**src/sas_regs.vh**
```
`ifndef SAS_REGS_VH
`define SAS_REGS_VH
`define SAS_BITS          16
`define SAS_CONV_MAX_NS   3000
`define SAS_CLK_NS        8
`define SAS_STEP_CYC      8'h0A
`define SAS_POR_NS        20000
`define SAS_ADDR_CTRL     6'h00
`define SAS_ADDR_STAT     6'h04
`define SAS_ADDR_IRQ      6'h08
`define SAS_ADDR_MASK     6'h0C
`define SAS_ADDR_RESULT   6'h10
`define SAS_ADDR_ANALOG   6'h14
`define SAS_RESP_OKAY     2'b00
`define SAS_RESP_SLVERR   2'b10
`define SAS_EV_DONE       0
`define SAS_EV_IGNORED    1
`define SAS_EV_WORD_OUT   2
`endif

```
**src/sas_sync.v**
```verilog
`timescale 1ns/1ps
module sas_sync
#(
  parameter W = 1
)
(
  input  wire         clk,
  input  wire         rst_n,
  input  wire [W-1:0] din,
  output reg  [W-1:0] dout
);
  reg [W-1:0] stage;

  always @(posedge clk or negedge rst_n)
  begin
    if (!rst_n)
    begin
      stage <= {W{1'b0}};
      dout  <= {W{1'b0}};
    end
    else
    begin
      stage <= din;
      dout  <= stage;
    end
  end
endmodule

```
**src/sas_sar_core.v**
```verilog
`timescale 1ns/1ps
`include "sas_regs.vh"
module sas_sar_core
#(
  parameter BITS = `SAS_BITS
)
(
  input  wire            clk,
  input  wire            rst_n,
  input  wire            start,
  input  wire [BITS-1:0] analogIn,
  output reg             active,
  output reg             done,
  output reg  [BITS-1:0] dacCode,
  output reg  [BITS-1:0] result
);
  // --------------------------------------------------------------------------
  // Successive approximation over a digital model of the sampled input.
  // --------------------------------------------------------------------------
  reg [BITS-1:0] sample;
  reg [BITS-1:0] trialBit;
  reg [7:0]      stepCnt;

  always @(posedge clk or negedge rst_n)
  begin
    if (!rst_n)
    begin
      active   <= 1'b0;
      done     <= 1'b0;
      dacCode  <= {BITS{1'b0}};
      result   <= {BITS{1'b0}};
      sample   <= {BITS{1'b0}};
      trialBit <= {BITS{1'b0}};
      stepCnt  <= 8'h00;
    end
    else
    begin
      done <= 1'b0;
      if (!active)
      begin
        if (start)
        begin
          active   <= 1'b1;
          sample   <= analogIn;
          trialBit <= {1'b1, {(BITS-1){1'b0}}};
          dacCode  <= {1'b1, {(BITS-1){1'b0}}};
          stepCnt  <= 8'h00;
        end
      end
      else if (stepCnt != `SAS_STEP_CYC)
        stepCnt <= stepCnt + 8'h01;
      else
      begin
        stepCnt <= 8'h00;
        // Keep the trial bit only when the DAC level does not exceed the input.
        if (dacCode > sample)
          dacCode <= (dacCode & ~trialBit) | (trialBit >> 1);
        else
          dacCode <= dacCode | (trialBit >> 1);
        trialBit <= trialBit >> 1;
        if (trialBit[0])
        begin
          active <= 1'b0;
          done   <= 1'b1;
          result <= (dacCode > sample) ? (dacCode & ~trialBit) : dacCode;
        end
      end
    end
  end
endmodule

```
**src/sas_adc_top.v**
```verilog
// Added by the designer: the AXI4-Lite slave port and the placing of the registers.
`timescale 1ns/1ps
`include "sas_regs.vh"
module sas_adc_top
#(
  parameter BITS   = `SAS_BITS,
  parameter POR_NS = `SAS_POR_NS
)
(
  input  wire            core_clk,
  input  wire            rst_n,
  input  wire            convertStart,
  input  wire            cascadeSelect,
  input  wire            readEnableOrCascadeIn,
  input  wire            serialClk,
  output reg             busy,
  output reg             serialOut,
  output reg             serialOutEn,
  output reg             corePowered,
  output reg             porReady,
  output reg             irq,
  input  wire [5:0]      s_axi_awaddr,
  input  wire            s_axi_awvalid,
  output reg             s_axi_awready,
  input  wire [31:0]     s_axi_wdata,
  input  wire [3:0]      s_axi_wstrb,
  input  wire            s_axi_wvalid,
  output reg             s_axi_wready,
  output reg  [1:0]      s_axi_bresp,
  output reg             s_axi_bvalid,
  input  wire            s_axi_bready,
  input  wire [5:0]      s_axi_araddr,
  input  wire            s_axi_arvalid,
  output reg             s_axi_arready,
  output reg  [31:0]     s_axi_rdata,
  output reg  [1:0]      s_axi_rresp,
  output reg             s_axi_rvalid,
  input  wire            s_axi_rready
);
  // --------------------------------------------------------------------------
  // Timing constants and state codes.
  // --------------------------------------------------------------------------
  localparam integer POR_CYC   = (POR_NS + `SAS_CLK_NS - 1) / `SAS_CLK_NS;
  localparam [1:0]   ST_ACQ    = 2'b00;
  localparam [1:0]   ST_CONV   = 2'b01;

  // --------------------------------------------------------------------------
  // Pin synchronisers.
  // --------------------------------------------------------------------------
  wire [3:0] pinSync;

  sas_sync #(.W(4)) u_sync
  (
    .clk   (core_clk),
    .rst_n (rst_n),
    .din   ({convertStart, cascadeSelect, readEnableOrCascadeIn, serialClk}),
    .dout  (pinSync)
  );

  wire cnvS   = pinSync[3];
  wire chainS = pinSync[2];
  wire rdlS   = pinSync[1];
  wire sckS   = pinSync[0];
  reg  cnvD;
  reg  sckD;
  wire cnvRise = cnvS & ~cnvD;
  wire sckRise = sckS & ~sckD;

  // --------------------------------------------------------------------------
  // Software controls, internal state and the SAR core.
  // --------------------------------------------------------------------------
  reg  [BITS-1:0] analogLevel;
  reg  [2:0]      irqStat;
  reg  [2:0]      irqMask;
  reg             swConvert;
  reg  [1:0]      state;
  reg  [31:0]     porCnt;
  reg  [BITS-1:0] shiftReg;
  reg  [5:0]      bitCnt;

  wire            coreActive;
  wire            coreDone;
  wire [BITS-1:0] coreResult;
  wire            startReq = cnvRise | swConvert;
  wire            coreStart = (state == ST_ACQ) & startReq;

  sas_sar_core #(.BITS(BITS)) u_core
  (
    .clk      (core_clk),
    .rst_n    (rst_n),
    .start    (coreStart),
    .analogIn (analogLevel),
    .active   (coreActive),
    .done     (coreDone),
    .dacCode  (),
    .result   (coreResult)
  );

  // --------------------------------------------------------------------------
  // Conversion sequencing.
  // --------------------------------------------------------------------------
  always @(posedge core_clk or negedge rst_n)
  begin
    if (!rst_n)
    begin
      cnvD        <= 1'b0;
      sckD        <= 1'b0;
      state       <= ST_ACQ;
      busy        <= 1'b0;
      corePowered <= 1'b0;
      porCnt      <= 32'h0000_0000;
      porReady    <= 1'b0;
    end
    else
    begin
      cnvD <= cnvS;
      sckD <= sckS;
      // The device cannot refuse an early start; this flag only reports it.
      if (porCnt < POR_CYC)
        porCnt <= porCnt + 32'h0000_0001;
      else
        porReady <= 1'b1;
      case (state)
        ST_ACQ:
        begin
          if (startReq)
          begin
            state       <= ST_CONV;
            busy        <= 1'b1;
            corePowered <= 1'b1;
          end
        end
        ST_CONV:
        begin
          // New convert edges are ignored here, so a running search is never restarted.
          if (coreDone)
          begin
            state       <= ST_ACQ;
            busy        <= 1'b0;
            corePowered <= 1'b0;
          end
        end
        default:
          state <= ST_ACQ;
      endcase
    end
  end

  // --------------------------------------------------------------------------
  // Serial output path.
  // --------------------------------------------------------------------------
  always @(posedge core_clk or negedge rst_n)
  begin
    if (!rst_n)
    begin
      shiftReg    <= {BITS{1'b0}};
      serialOut   <= 1'b0;
      serialOutEn <= 1'b0;
      bitCnt      <= 6'h00;
    end
    else
    begin
      // In cascade mode the output is always driven.
      serialOutEn <= chainS | ~rdlS;
      if (coreDone)
      begin
        shiftReg  <= coreResult;
        serialOut <= coreResult[BITS-1];
        bitCnt    <= 6'h00;
      end
      else if (sckRise && (chainS || !rdlS))
      begin
        // Upstream bits refill the tail so they follow the own word.
        shiftReg  <= {shiftReg[BITS-2:0], chainS & rdlS};
        serialOut <= shiftReg[BITS-2];
        bitCnt    <= (bitCnt == BITS - 1) ? 6'h00 : bitCnt + 6'h01;
      end
    end
  end

  // --------------------------------------------------------------------------
  // Register bus and interrupts.
  // --------------------------------------------------------------------------
  wire [2:0] events = {(sckRise && (chainS || !rdlS) && bitCnt == BITS - 1),
                       (state == ST_CONV) & cnvRise, coreDone};
  wire       wrFire = s_axi_awvalid & s_axi_wvalid & ~s_axi_bvalid;
  wire [5:0] wa     = s_axi_awaddr;

  always @(posedge core_clk or negedge rst_n)
  begin
    if (!rst_n)
    begin
      s_axi_awready <= 1'b0;
      s_axi_wready  <= 1'b0;
      s_axi_bvalid  <= 1'b0;
      s_axi_bresp   <= `SAS_RESP_OKAY;
      s_axi_arready <= 1'b0;
      s_axi_rvalid  <= 1'b0;
      s_axi_rdata   <= 32'h0000_0000;
      s_axi_rresp   <= `SAS_RESP_OKAY;
      analogLevel   <= {BITS{1'b0}};
      irqStat       <= 3'h0;
      irqMask       <= 3'h0;
      swConvert     <= 1'b0;
      irq           <= 1'b0;
    end
    else
    begin
      s_axi_awready <= wrFire & ~s_axi_awready;
      s_axi_wready  <= wrFire & ~s_axi_wready;
      swConvert     <= 1'b0;
      if (wrFire && !s_axi_awready)
      begin
        s_axi_bvalid <= 1'b1;
        s_axi_bresp  <= `SAS_RESP_OKAY;
        if (wa == `SAS_ADDR_CTRL)
          swConvert <= s_axi_wstrb[0] & s_axi_wdata[0];
        else if (wa == `SAS_ADDR_IRQ)
          irqStat <= (irqStat & ~(s_axi_wdata[2:0] & {3{s_axi_wstrb[0]}})) | events;
        else if (wa == `SAS_ADDR_MASK)
        begin
          if (s_axi_wstrb[0])
            irqMask <= s_axi_wdata[2:0];
        end
        else if (wa == `SAS_ADDR_ANALOG)
        begin
          if (s_axi_wstrb[0])
            analogLevel[7:0] <= s_axi_wdata[7:0];
          if (s_axi_wstrb[1])
            analogLevel[15:8] <= s_axi_wdata[15:8];
        end
        else
          s_axi_bresp <= `SAS_RESP_SLVERR;
        if (wa != `SAS_ADDR_IRQ)
          irqStat <= irqStat | events;
      end
      else
      begin
        irqStat <= irqStat | events;
        if (s_axi_bvalid && s_axi_bready)
          s_axi_bvalid <= 1'b0;
      end
      s_axi_arready <= s_axi_arvalid & ~s_axi_rvalid & ~s_axi_arready;
      if (s_axi_arvalid && !s_axi_rvalid && !s_axi_arready)
      begin
        s_axi_rvalid <= 1'b1;
        s_axi_rresp  <= `SAS_RESP_OKAY;
        if (s_axi_araddr == `SAS_ADDR_CTRL)
          s_axi_rdata <= 32'h0000_0000;
        else if (s_axi_araddr == `SAS_ADDR_STAT)
          s_axi_rdata <= {26'h0, bitCnt == 6'h00, chainS, porReady, corePowered, coreActive, busy};
        else if (s_axi_araddr == `SAS_ADDR_IRQ)
          s_axi_rdata <= {29'h0, irqStat};
        else if (s_axi_araddr == `SAS_ADDR_MASK)
          s_axi_rdata <= {29'h0, irqMask};
        else if (s_axi_araddr == `SAS_ADDR_RESULT)
          s_axi_rdata <= {16'h0000, shiftReg};
        else if (s_axi_araddr == `SAS_ADDR_ANALOG)
          s_axi_rdata <= {16'h0000, analogLevel};
        else
        begin
          s_axi_rdata <= 32'h0000_0000;
          s_axi_rresp <= `SAS_RESP_SLVERR;
        end
      end
      else if (s_axi_rvalid && s_axi_rready)
        s_axi_rvalid <= 1'b0;
      irq <= |(irqStat & irqMask);
    end
  end
endmodule

```
**config.mk**
```make
export PLATFORM = sky130hd
export DESIGN_NAME = sas_adc_top
export DESIGN_NICKNAME = d
export VERILOG_FILES = /design/src/sas_sync.v /design/src/sas_sar_core.v /design/src/sas_adc_top.v
export VERILOG_INCLUDE_DIRS = /design/src
export SDC_FILE = /design/constraint.sdc
export NUM_CORES = 1
export LEC_CHECK = 0
export ABC_AREA = 1
export BUFFER_PORTS_ARGS = -buffer_cell sky130_fd_sc_hd__clkbuf_2
export CAP_MARGIN = 15
export CORE_ASPECT_RATIO = 1.75
export CORE_MARGIN = 8
export CORE_UTILIZATION = 40
export CTS_CLUSTER_DIAMETER = 150
export DETAILED_ROUTE_END_ITERATION = 6
export GPL_TIMING_DRIVEN = 0
export SYNTH_ARGS = -nofsm -noshare
export SYNTH_HDL_FRONTEND = slang
export SYNTH_SLANG_ARGS = --single-unit
```
**constraint.sdc**
```tcl
create_clock -name core_clk -period 2.2 [get_ports core_clk]
set_input_delay 0.55 -clock core_clk [delete_from_list [all_inputs] [get_ports core_clk]]
set_output_delay 0.55 -clock core_clk [all_outputs]
set_load 0.01 [all_outputs]
```
==> results of run 1 <==
## cell type report
class,instances,area (µm²)
Fill cell,2069,11300
Sequential cell,188,4700
Multi-Input combinational cell,608,3180
Inverter,121,454
Clock buffer,18,439
Timing Repair Buffer,70,382
Buffer,64,359
Tap cell,255,319
Clock inverter,14,130
## Yosys cell counts (all sizes together) (11+ instances only)
master,number,area [µm²]
nand2,254,966
dfrtp,188,4700
inv,118,443
o21ai,98,562
nor2,53,214
nand3,40,205
buf,33,236
clkbuf,31,116
ha,21,263
o22ai,21,131
a21oi,15,78.8
nor3,15,80.1
nand4,11,81.3
## kinds of logic (layout without fill, tap and decap cells)
family | count (synthesis) | count (layout)
flip-flops | 188 | 188
AO/OA/AOI/OAI | 170 | 170
XOR/XNOR | 14 | 14
buffers and inverters | 185 | 287
other | 1 | 18
adder cells (fa/ha/maj) | 21 | 21
AND/OR/NAND/NOR | 385 | 385
## layer usage
metal / track usage / vias to the layer above / part of all wire / routed length [µm]
met3: 0.0296 / 30 / 0.031 / 612
met1: 0.162 / 3106 / 0.39 / 7810
li1: - / 3292 / - / -
met2: 0.290 / 96 / 0.54 / 10800
met5: 0 / - / 0 / 0
met4: 0.0800 / 0 / 0.037 / 733
## worst max-delay path by stage
stage,startpoint,to,slack (ns)
after floorplan,u_core.dacCode[15],u_core.dacCode[12],0.49
after global placement,rst_n,u_core.dacCode[11],-3.05
after detailed placement,u_core.dacCode[11],u_core.result[11],-0.02
after CTS,u_core.dacCode[11],u_core.dacCode[8],0.07
after global routing,u_core.dacCode[11],u_core.dacCode[9],-0.0006
final,u_core.dacCode[11],u_core.result[11],0.16
## per-stage QoR
| stage | setup slack [ns] | TNS (ns) |
|---|---|---|
| finish | 0.164 | 0 |
| global route | -0.000631 | -0.000631 |
| CTS | 0.0707 | 0 |
| detailed placement | -0.0240 | -0.0906 |
| global placement | -3.05 | -568.19 |
| floorplan | 0.485 | 0 |
## placed cells by master (no fill, tap or decap), types with 21 or more instances in the layout
master	synthesis	layout
buf_4	21	21
clkbuf_1	31	31
clkbuf_2	0	68
dfrtp_1	188	188
ha_1	21	21
inv_1	113	113
nand2_1	251	250
nand3_1	39	38
nor2_1	49	49
o21ai_0	73	73
o22ai_1	21	21
## state kept, by name, indices dropped and copies added (netlist names), 3 cells and up
signal           flops
analogLevel         16
bitCnt               6
irqMask              3
irqStat              3
porCnt              32
s_axi_rdata         16
shiftReg            15
u_core.dacCode      16
u_core.result       16
u_core.sample       16
u_core.stepCnt       8
u_core.trialBit     16
u_sync.dout          4
u_sync.stage         4
## worst max-delay path, delay by kind of cell, from the launching register on
kind	cells	cell delay, ns
fa+ha+maj	1	0.33
simple gates	5	0.81
compound gates	1	0.17
flops	1	0.40
buf+inv	1	0.23
## report_power, final
part,switching (W),internal [W],total [W]
combinational,0.000650,0.000373,0.00102
sequential,0.000204,0.00370,0.00390
clock,0.00139,0.00161,0.00300
## repair_timing
| action | 4_1_cts | 5_1_grt |
|---|---|---|
| pin swaps | 0 | 1 |
| hold buffers | 0 | 0 |
| gates resized for setup | 1 | 6 |
| endpoints found under the setup margin | 13 | 18 |
==> impl_metrics.csv, run 1 <==
group,metric,value,unit
setup_path,r2r_cells,8,
setup_path,cp.arrival,2.38,ns
sta,period_minus_slack,2.04,ns
synthesis,synth_cell_type_count,46,
detailed_routing,drc,0,
cells_and_area,final_layout_size_suffix_gt1_frac,0.167,
setup_path,reg2reg_to,"u_core.result[11]",
clock_network,cts_buffer_depth,2,
global_routing,first_global_vias,6825,
clock_network,cts_buffers,17,
setup_path,crit_path_end_kind,"flop",
synthesis,synthFlopType,"dfrtp_1",
detailed_routing,vias,6524,
floorplan,row_count,71,
floorplan,io_pins,106,
placed_design,gp_congestion,0.816,
cells_and_area,antenna_cells,0,
floorplan,die_y,210,µm
synthesis,synth_top_family_by_area,"simple AND/OR/NAND/NOR gates",
detailed_routing,finalWirelength,19900,µm
detailed_routing,ant_nets,0,
run,drv_cap,0,
setup_path,critPathKind,"flop to flop",
clock_network,clock_sinks,188,
sta,slew_headroom,0.425,
floorplan,coreArea,0.0213,mm²
cells_and_area,nNetsFinal,1150,
synthesis,syn_inst,964,
setup_path,critPathMaxFanout,10,
global_routing,grt_pass1_wl,33500,µm
sta,max_freq,491,MHz
power_and_ir_drop,power_leakage,5.00,nW
cells_and_area,synthToLayoutAreaGrowth,15.8,%
clock_network,cts-root-buf,"clkbuf_16",
setup_path,r2r_slack,0.16,ns
synthesis,synth-compound-area-share,0.122,
sta,hold_violations,0,
synthesis,synth-async-reset-ratio,1.00,
synthesis,synthAdderAreaFrac,0.0305,
global_routing,globalRouteOverflowTotal,0,
synthesis,synth_mux_area_frac,0,
cells_and_area,stdcell_area,0.00997,mm²
setup_path,cp_slowest_cell,"dfrtp_1",
cells_and_area,stdcell_count,1338,
sta,drv_slew,0,
hold_path,hold_class,"primary input to asynchronous set/reset pin",
clock_network,clock_latency,0.43,ns
placed_design,place_hpwl,15500,µm
placed_design,placed_cells_incl_taps,1306,
sta,tightest_slew,0.862,ns
clock_network,cts_tree,"done",
power_and_ir_drop,p_total,0.00793,W
synthesis,ys_seq_area_frac,0.546,
detailed_routing,wl_per_cell,14.9,µm
setup_path,crit_chain,"ha_1, nand4_1, nor3_2, nand3_2, buf_2, nand3_1, nand2_1, o21ai_0",
setup_path,critPathRequiredTime,2.54,ns
synthesis,synth_edf_count,0,
sta,fin_skew,0.0140,ns
cells_and_area,fin_util,0.468,
global_routing,grt_usage,0.156,
global_routing,antenna_found_initial,0,
sta,whs,0.168,ns
clock_network,cts_max_level,4,
placed_design,dpl_cell_area,0.00938,mm²
synthesis,synth-xor-area-share,0.0142,
synthesis,yosys.area_share.simple,0.193,
clock_network,clk_pin_slew_worst_paths,0.07,ns
synthesis,yosysWarnings,0,
status,status,"finished clean",
power_and_ir_drop,pwr_density_cell,795,mW/mm²
floorplan,die_w,127,µm
sta,setup_viol,0,
placed_design,port_buffers,69,
global_routing,grt_max_degree,105,
synthesis,syn_area_per_cell,8.93,µm²
power_and_ir_drop,peakVddDrop,0.000548,V
setup_path,timing.rr.start,"u_core.dacCode[11]",
setup_path,worstSetupStartpointType,"flop",
synthesis,syn_area,0.00861,mm²
sta,fin_crit_sh,0.925,
detailed_routing,dr.pass1.iters,5,
setup_path,slowest_delay,0.40,ns
floorplan,start_util,0.404,
detailed_routing,drtIter0Drc,355,
detailed_routing,viasPerCell,4.88,
synthesis,ys_seq_elements,188,
clock_network,post-cts-setup-buffer-count,0,
floorplan,dieArea,0.0267,mm²
No activity file was read; power rests on OpenSTA's default activity.
==> inputs of run 2 (changes only) <==
CORE_ASPECT_RATIO = not set   (was 1.75)
CORE_UTILIZATION = 58   (was 40)
PLACE_DENSITY = 0.8   (was not set)
==> run 2 against run 1 <==
Compared with the run above: first-iteration DRC count is 61% higher; die area decreased by 29%; via count rose by 4.8%; cell area down 0.72%; sequential share of layout area rose by 0.34 points; critical path type unchanged; critical endpoint is now u_core.dacCode[4]; largest power group unchanged.
==> impl_metrics.csv, run 2 (synthesis results as in run 1) <==
group,metric,value,unit
sta,period_minus_slack,2.05,ns
cells_and_area,final_cell_mix,"nand2_1 (250), dfrtp_1 (188), inv_1 (113), o21ai_0 (73), clkbuf_2 (68)",
setup_path,cp.arrival,2.37,ns
cells_and_area,nNetsFinal,1150,
clock_network,clock_sinks,188,
floorplan,start_util,0.593,
setup_path,critPathKind,"flop to flop",
global_routing,globalRouteOverflowTotal,0,
clock_network,cts_tree,"done",
setup_path,worstSetupStartpointType,"flop",
placed_design,dpl_cell_area,0.00929,mm²
sta,setup_viol,0,
clock_network,cts_hold_buffers,0,
clock_network,cts_buffers,17,
sta,slew_headroom,0.539,
power_and_ir_drop,pwr_density_cell,815,mW/mm²
detailed_routing,vias,6834,
floorplan,die_w,138,µm
cells_and_area,regMostFlops,"porCnt",
setup_path,critPathMaxFanout,10,
setup_path,critPathRequiredTime,2.52,ns
clock_network,clk_pin_slew_worst_paths,0.07,ns
cells_and_area,stdcell_area,0.00990,mm²
setup_path,crit_chain,"ha_1, nand2_1, nor2_1, nand2_1, nand2_1, nand2_1, nand2_2, buf_4, nand3_1, nand2_1, nand2_1, nand2_1, nand2_1",
sta,fin_crit_sh,0.933,
placed_design,gp_congestion,0.852,
cells_and_area,antenna_cells,0,
run,drv_cap,0,
power_and_ir_drop,power_leakage,5.01,nW
detailed_routing,finalWirelength,19400,µm
global_routing,grt_pass1_wl,32000,µm
placed_design,place_hpwl,13900,µm
sta,tightest_slew,0.692,ns
floorplan,dieArea,0.0190,mm²
floorplan,die_y,138,µm
detailed_routing,drtIter0Drc,571,
power_and_ir_drop,peakVddDrop,0.000610,V
detailed_routing,drc,0,
cells_and_area,largest_register_ffs,32,
clock_network,cts_buffer_depth,2,
setup_path,path_buf_inv,1,
floorplan,row_count,44,
global_routing,first_global_vias,6692,
placed_design,port_buffers,69,
detailed_routing,viasPerCell,5.39,
sta,drv_slew,0,
global_routing,antenna_found_initial,0,
setup_path,crit_top_cell,"nand2_1",
sta,rsz0062_at_grt,"false",
setup_path,crit_family,"simple AND/OR/NAND/NOR gates",
hold_path,hold_class,"primary input to asynchronous set/reset pin",
detailed_routing,ant_nets,0,
clock_network,cts_max_level,4,
clock_network,clock_latency,0.43,ns
floorplan,io_pins,106,
detailed_routing,dr.pass1.iters,5,
cells_and_area,synthToLayoutAreaGrowth,14.9,%
setup_path,slowest_delay,0.42,ns
detailed_routing,wl_per_cell,15.3,µm
clock_network,cts-root-buf,"clkbuf_16",
sta,max_freq,487,MHz
global_routing,grt_max_degree,103,
global_routing,grt_usage,0.213,
sta,fin_setup_tns,0,ns
floorplan,coreArea,0.0145,mm²
sta,fin_skew,0.00680,ns
setup_path,crit_path_end_kind,"flop",
status,status,"finished clean",
cells_and_area,final_layout_size_suffix_gt1_frac,0.166,
sta,hold_violations,0,
setup_path,cp_slowest_cell,"dfrtp_1",
cells_and_area,layout_commonest_cell,"nand2_1",
==> run 2: where the power goes <==
part | internal [W] | switching (W) | leakage [nW]
sequential | 0.00370 | 0.000211 | 2.48
combinational | 0.000371 | 0.000651 | 2.23
clock | 0.00172 | 0.00141 | 0.293
==> run 2: per-stage QoR <==
stage	power [W]	hold WS, ns	utilization	setup slack [ns]	std cells
final	0.00806	0.147	0.681	0.147	1267
after global routing	0.00840	0.218	0.681	0.00532	1267
after CTS	0.00808	0.188	0.680	0.0622	1267
after detailed placement	0.00497	0.336	0.639	0.0586	1235
after global placement	0.00493	0.332	0.637	-2.85	1234
after floorplan	0.00460	0.254	-	0.485	981
==> run 2: layout make-up <==
class,instances,area [µm²]
buffer,64,355
clock buffer,17,425
clock inverter,15,175
fill,1110,4630
inverter,121,454
multi-input combinational,608,3170
sequential,188,4700
tap,184,230
timing repair buffer,70,382
==> run 2: path summary, 6_finish.rpt <==
kind / from / slack, ns / depth (start not counted) / to
min: rst_n / 0.15 / 1 / porCnt[7]
min reg2reg: u_sync.stage[1] / 0.35 / 0 / u_sync.dout[1]
max reg2reg: u_core.dacCode[7] / 0.15 / 13 / u_core.dacCode[4]
max: u_core.dacCode[7] / 0.15 / 13 / u_core.dacCode[4]
min in group core_clk: cascadeSelect / 0.22 / 1 / u_sync.stage[2]
max in group asynchronous: rst_n / 1.14 / 2 / u_core.dacCode[11]
==> run 2: what timing repair did <==
item	CTS	global route
resized for setup	0	4
buffers inserted	0	0
hold endpoints to repair	0	0
setup endpoints to repair	0	18
==> run 2: layer usage <==
metal  track usage  share of wire
met1         0.277           0.43
met2         0.351           0.49
met3        0.0366          0.058
met4        0.0794          0.021
met5             0              0
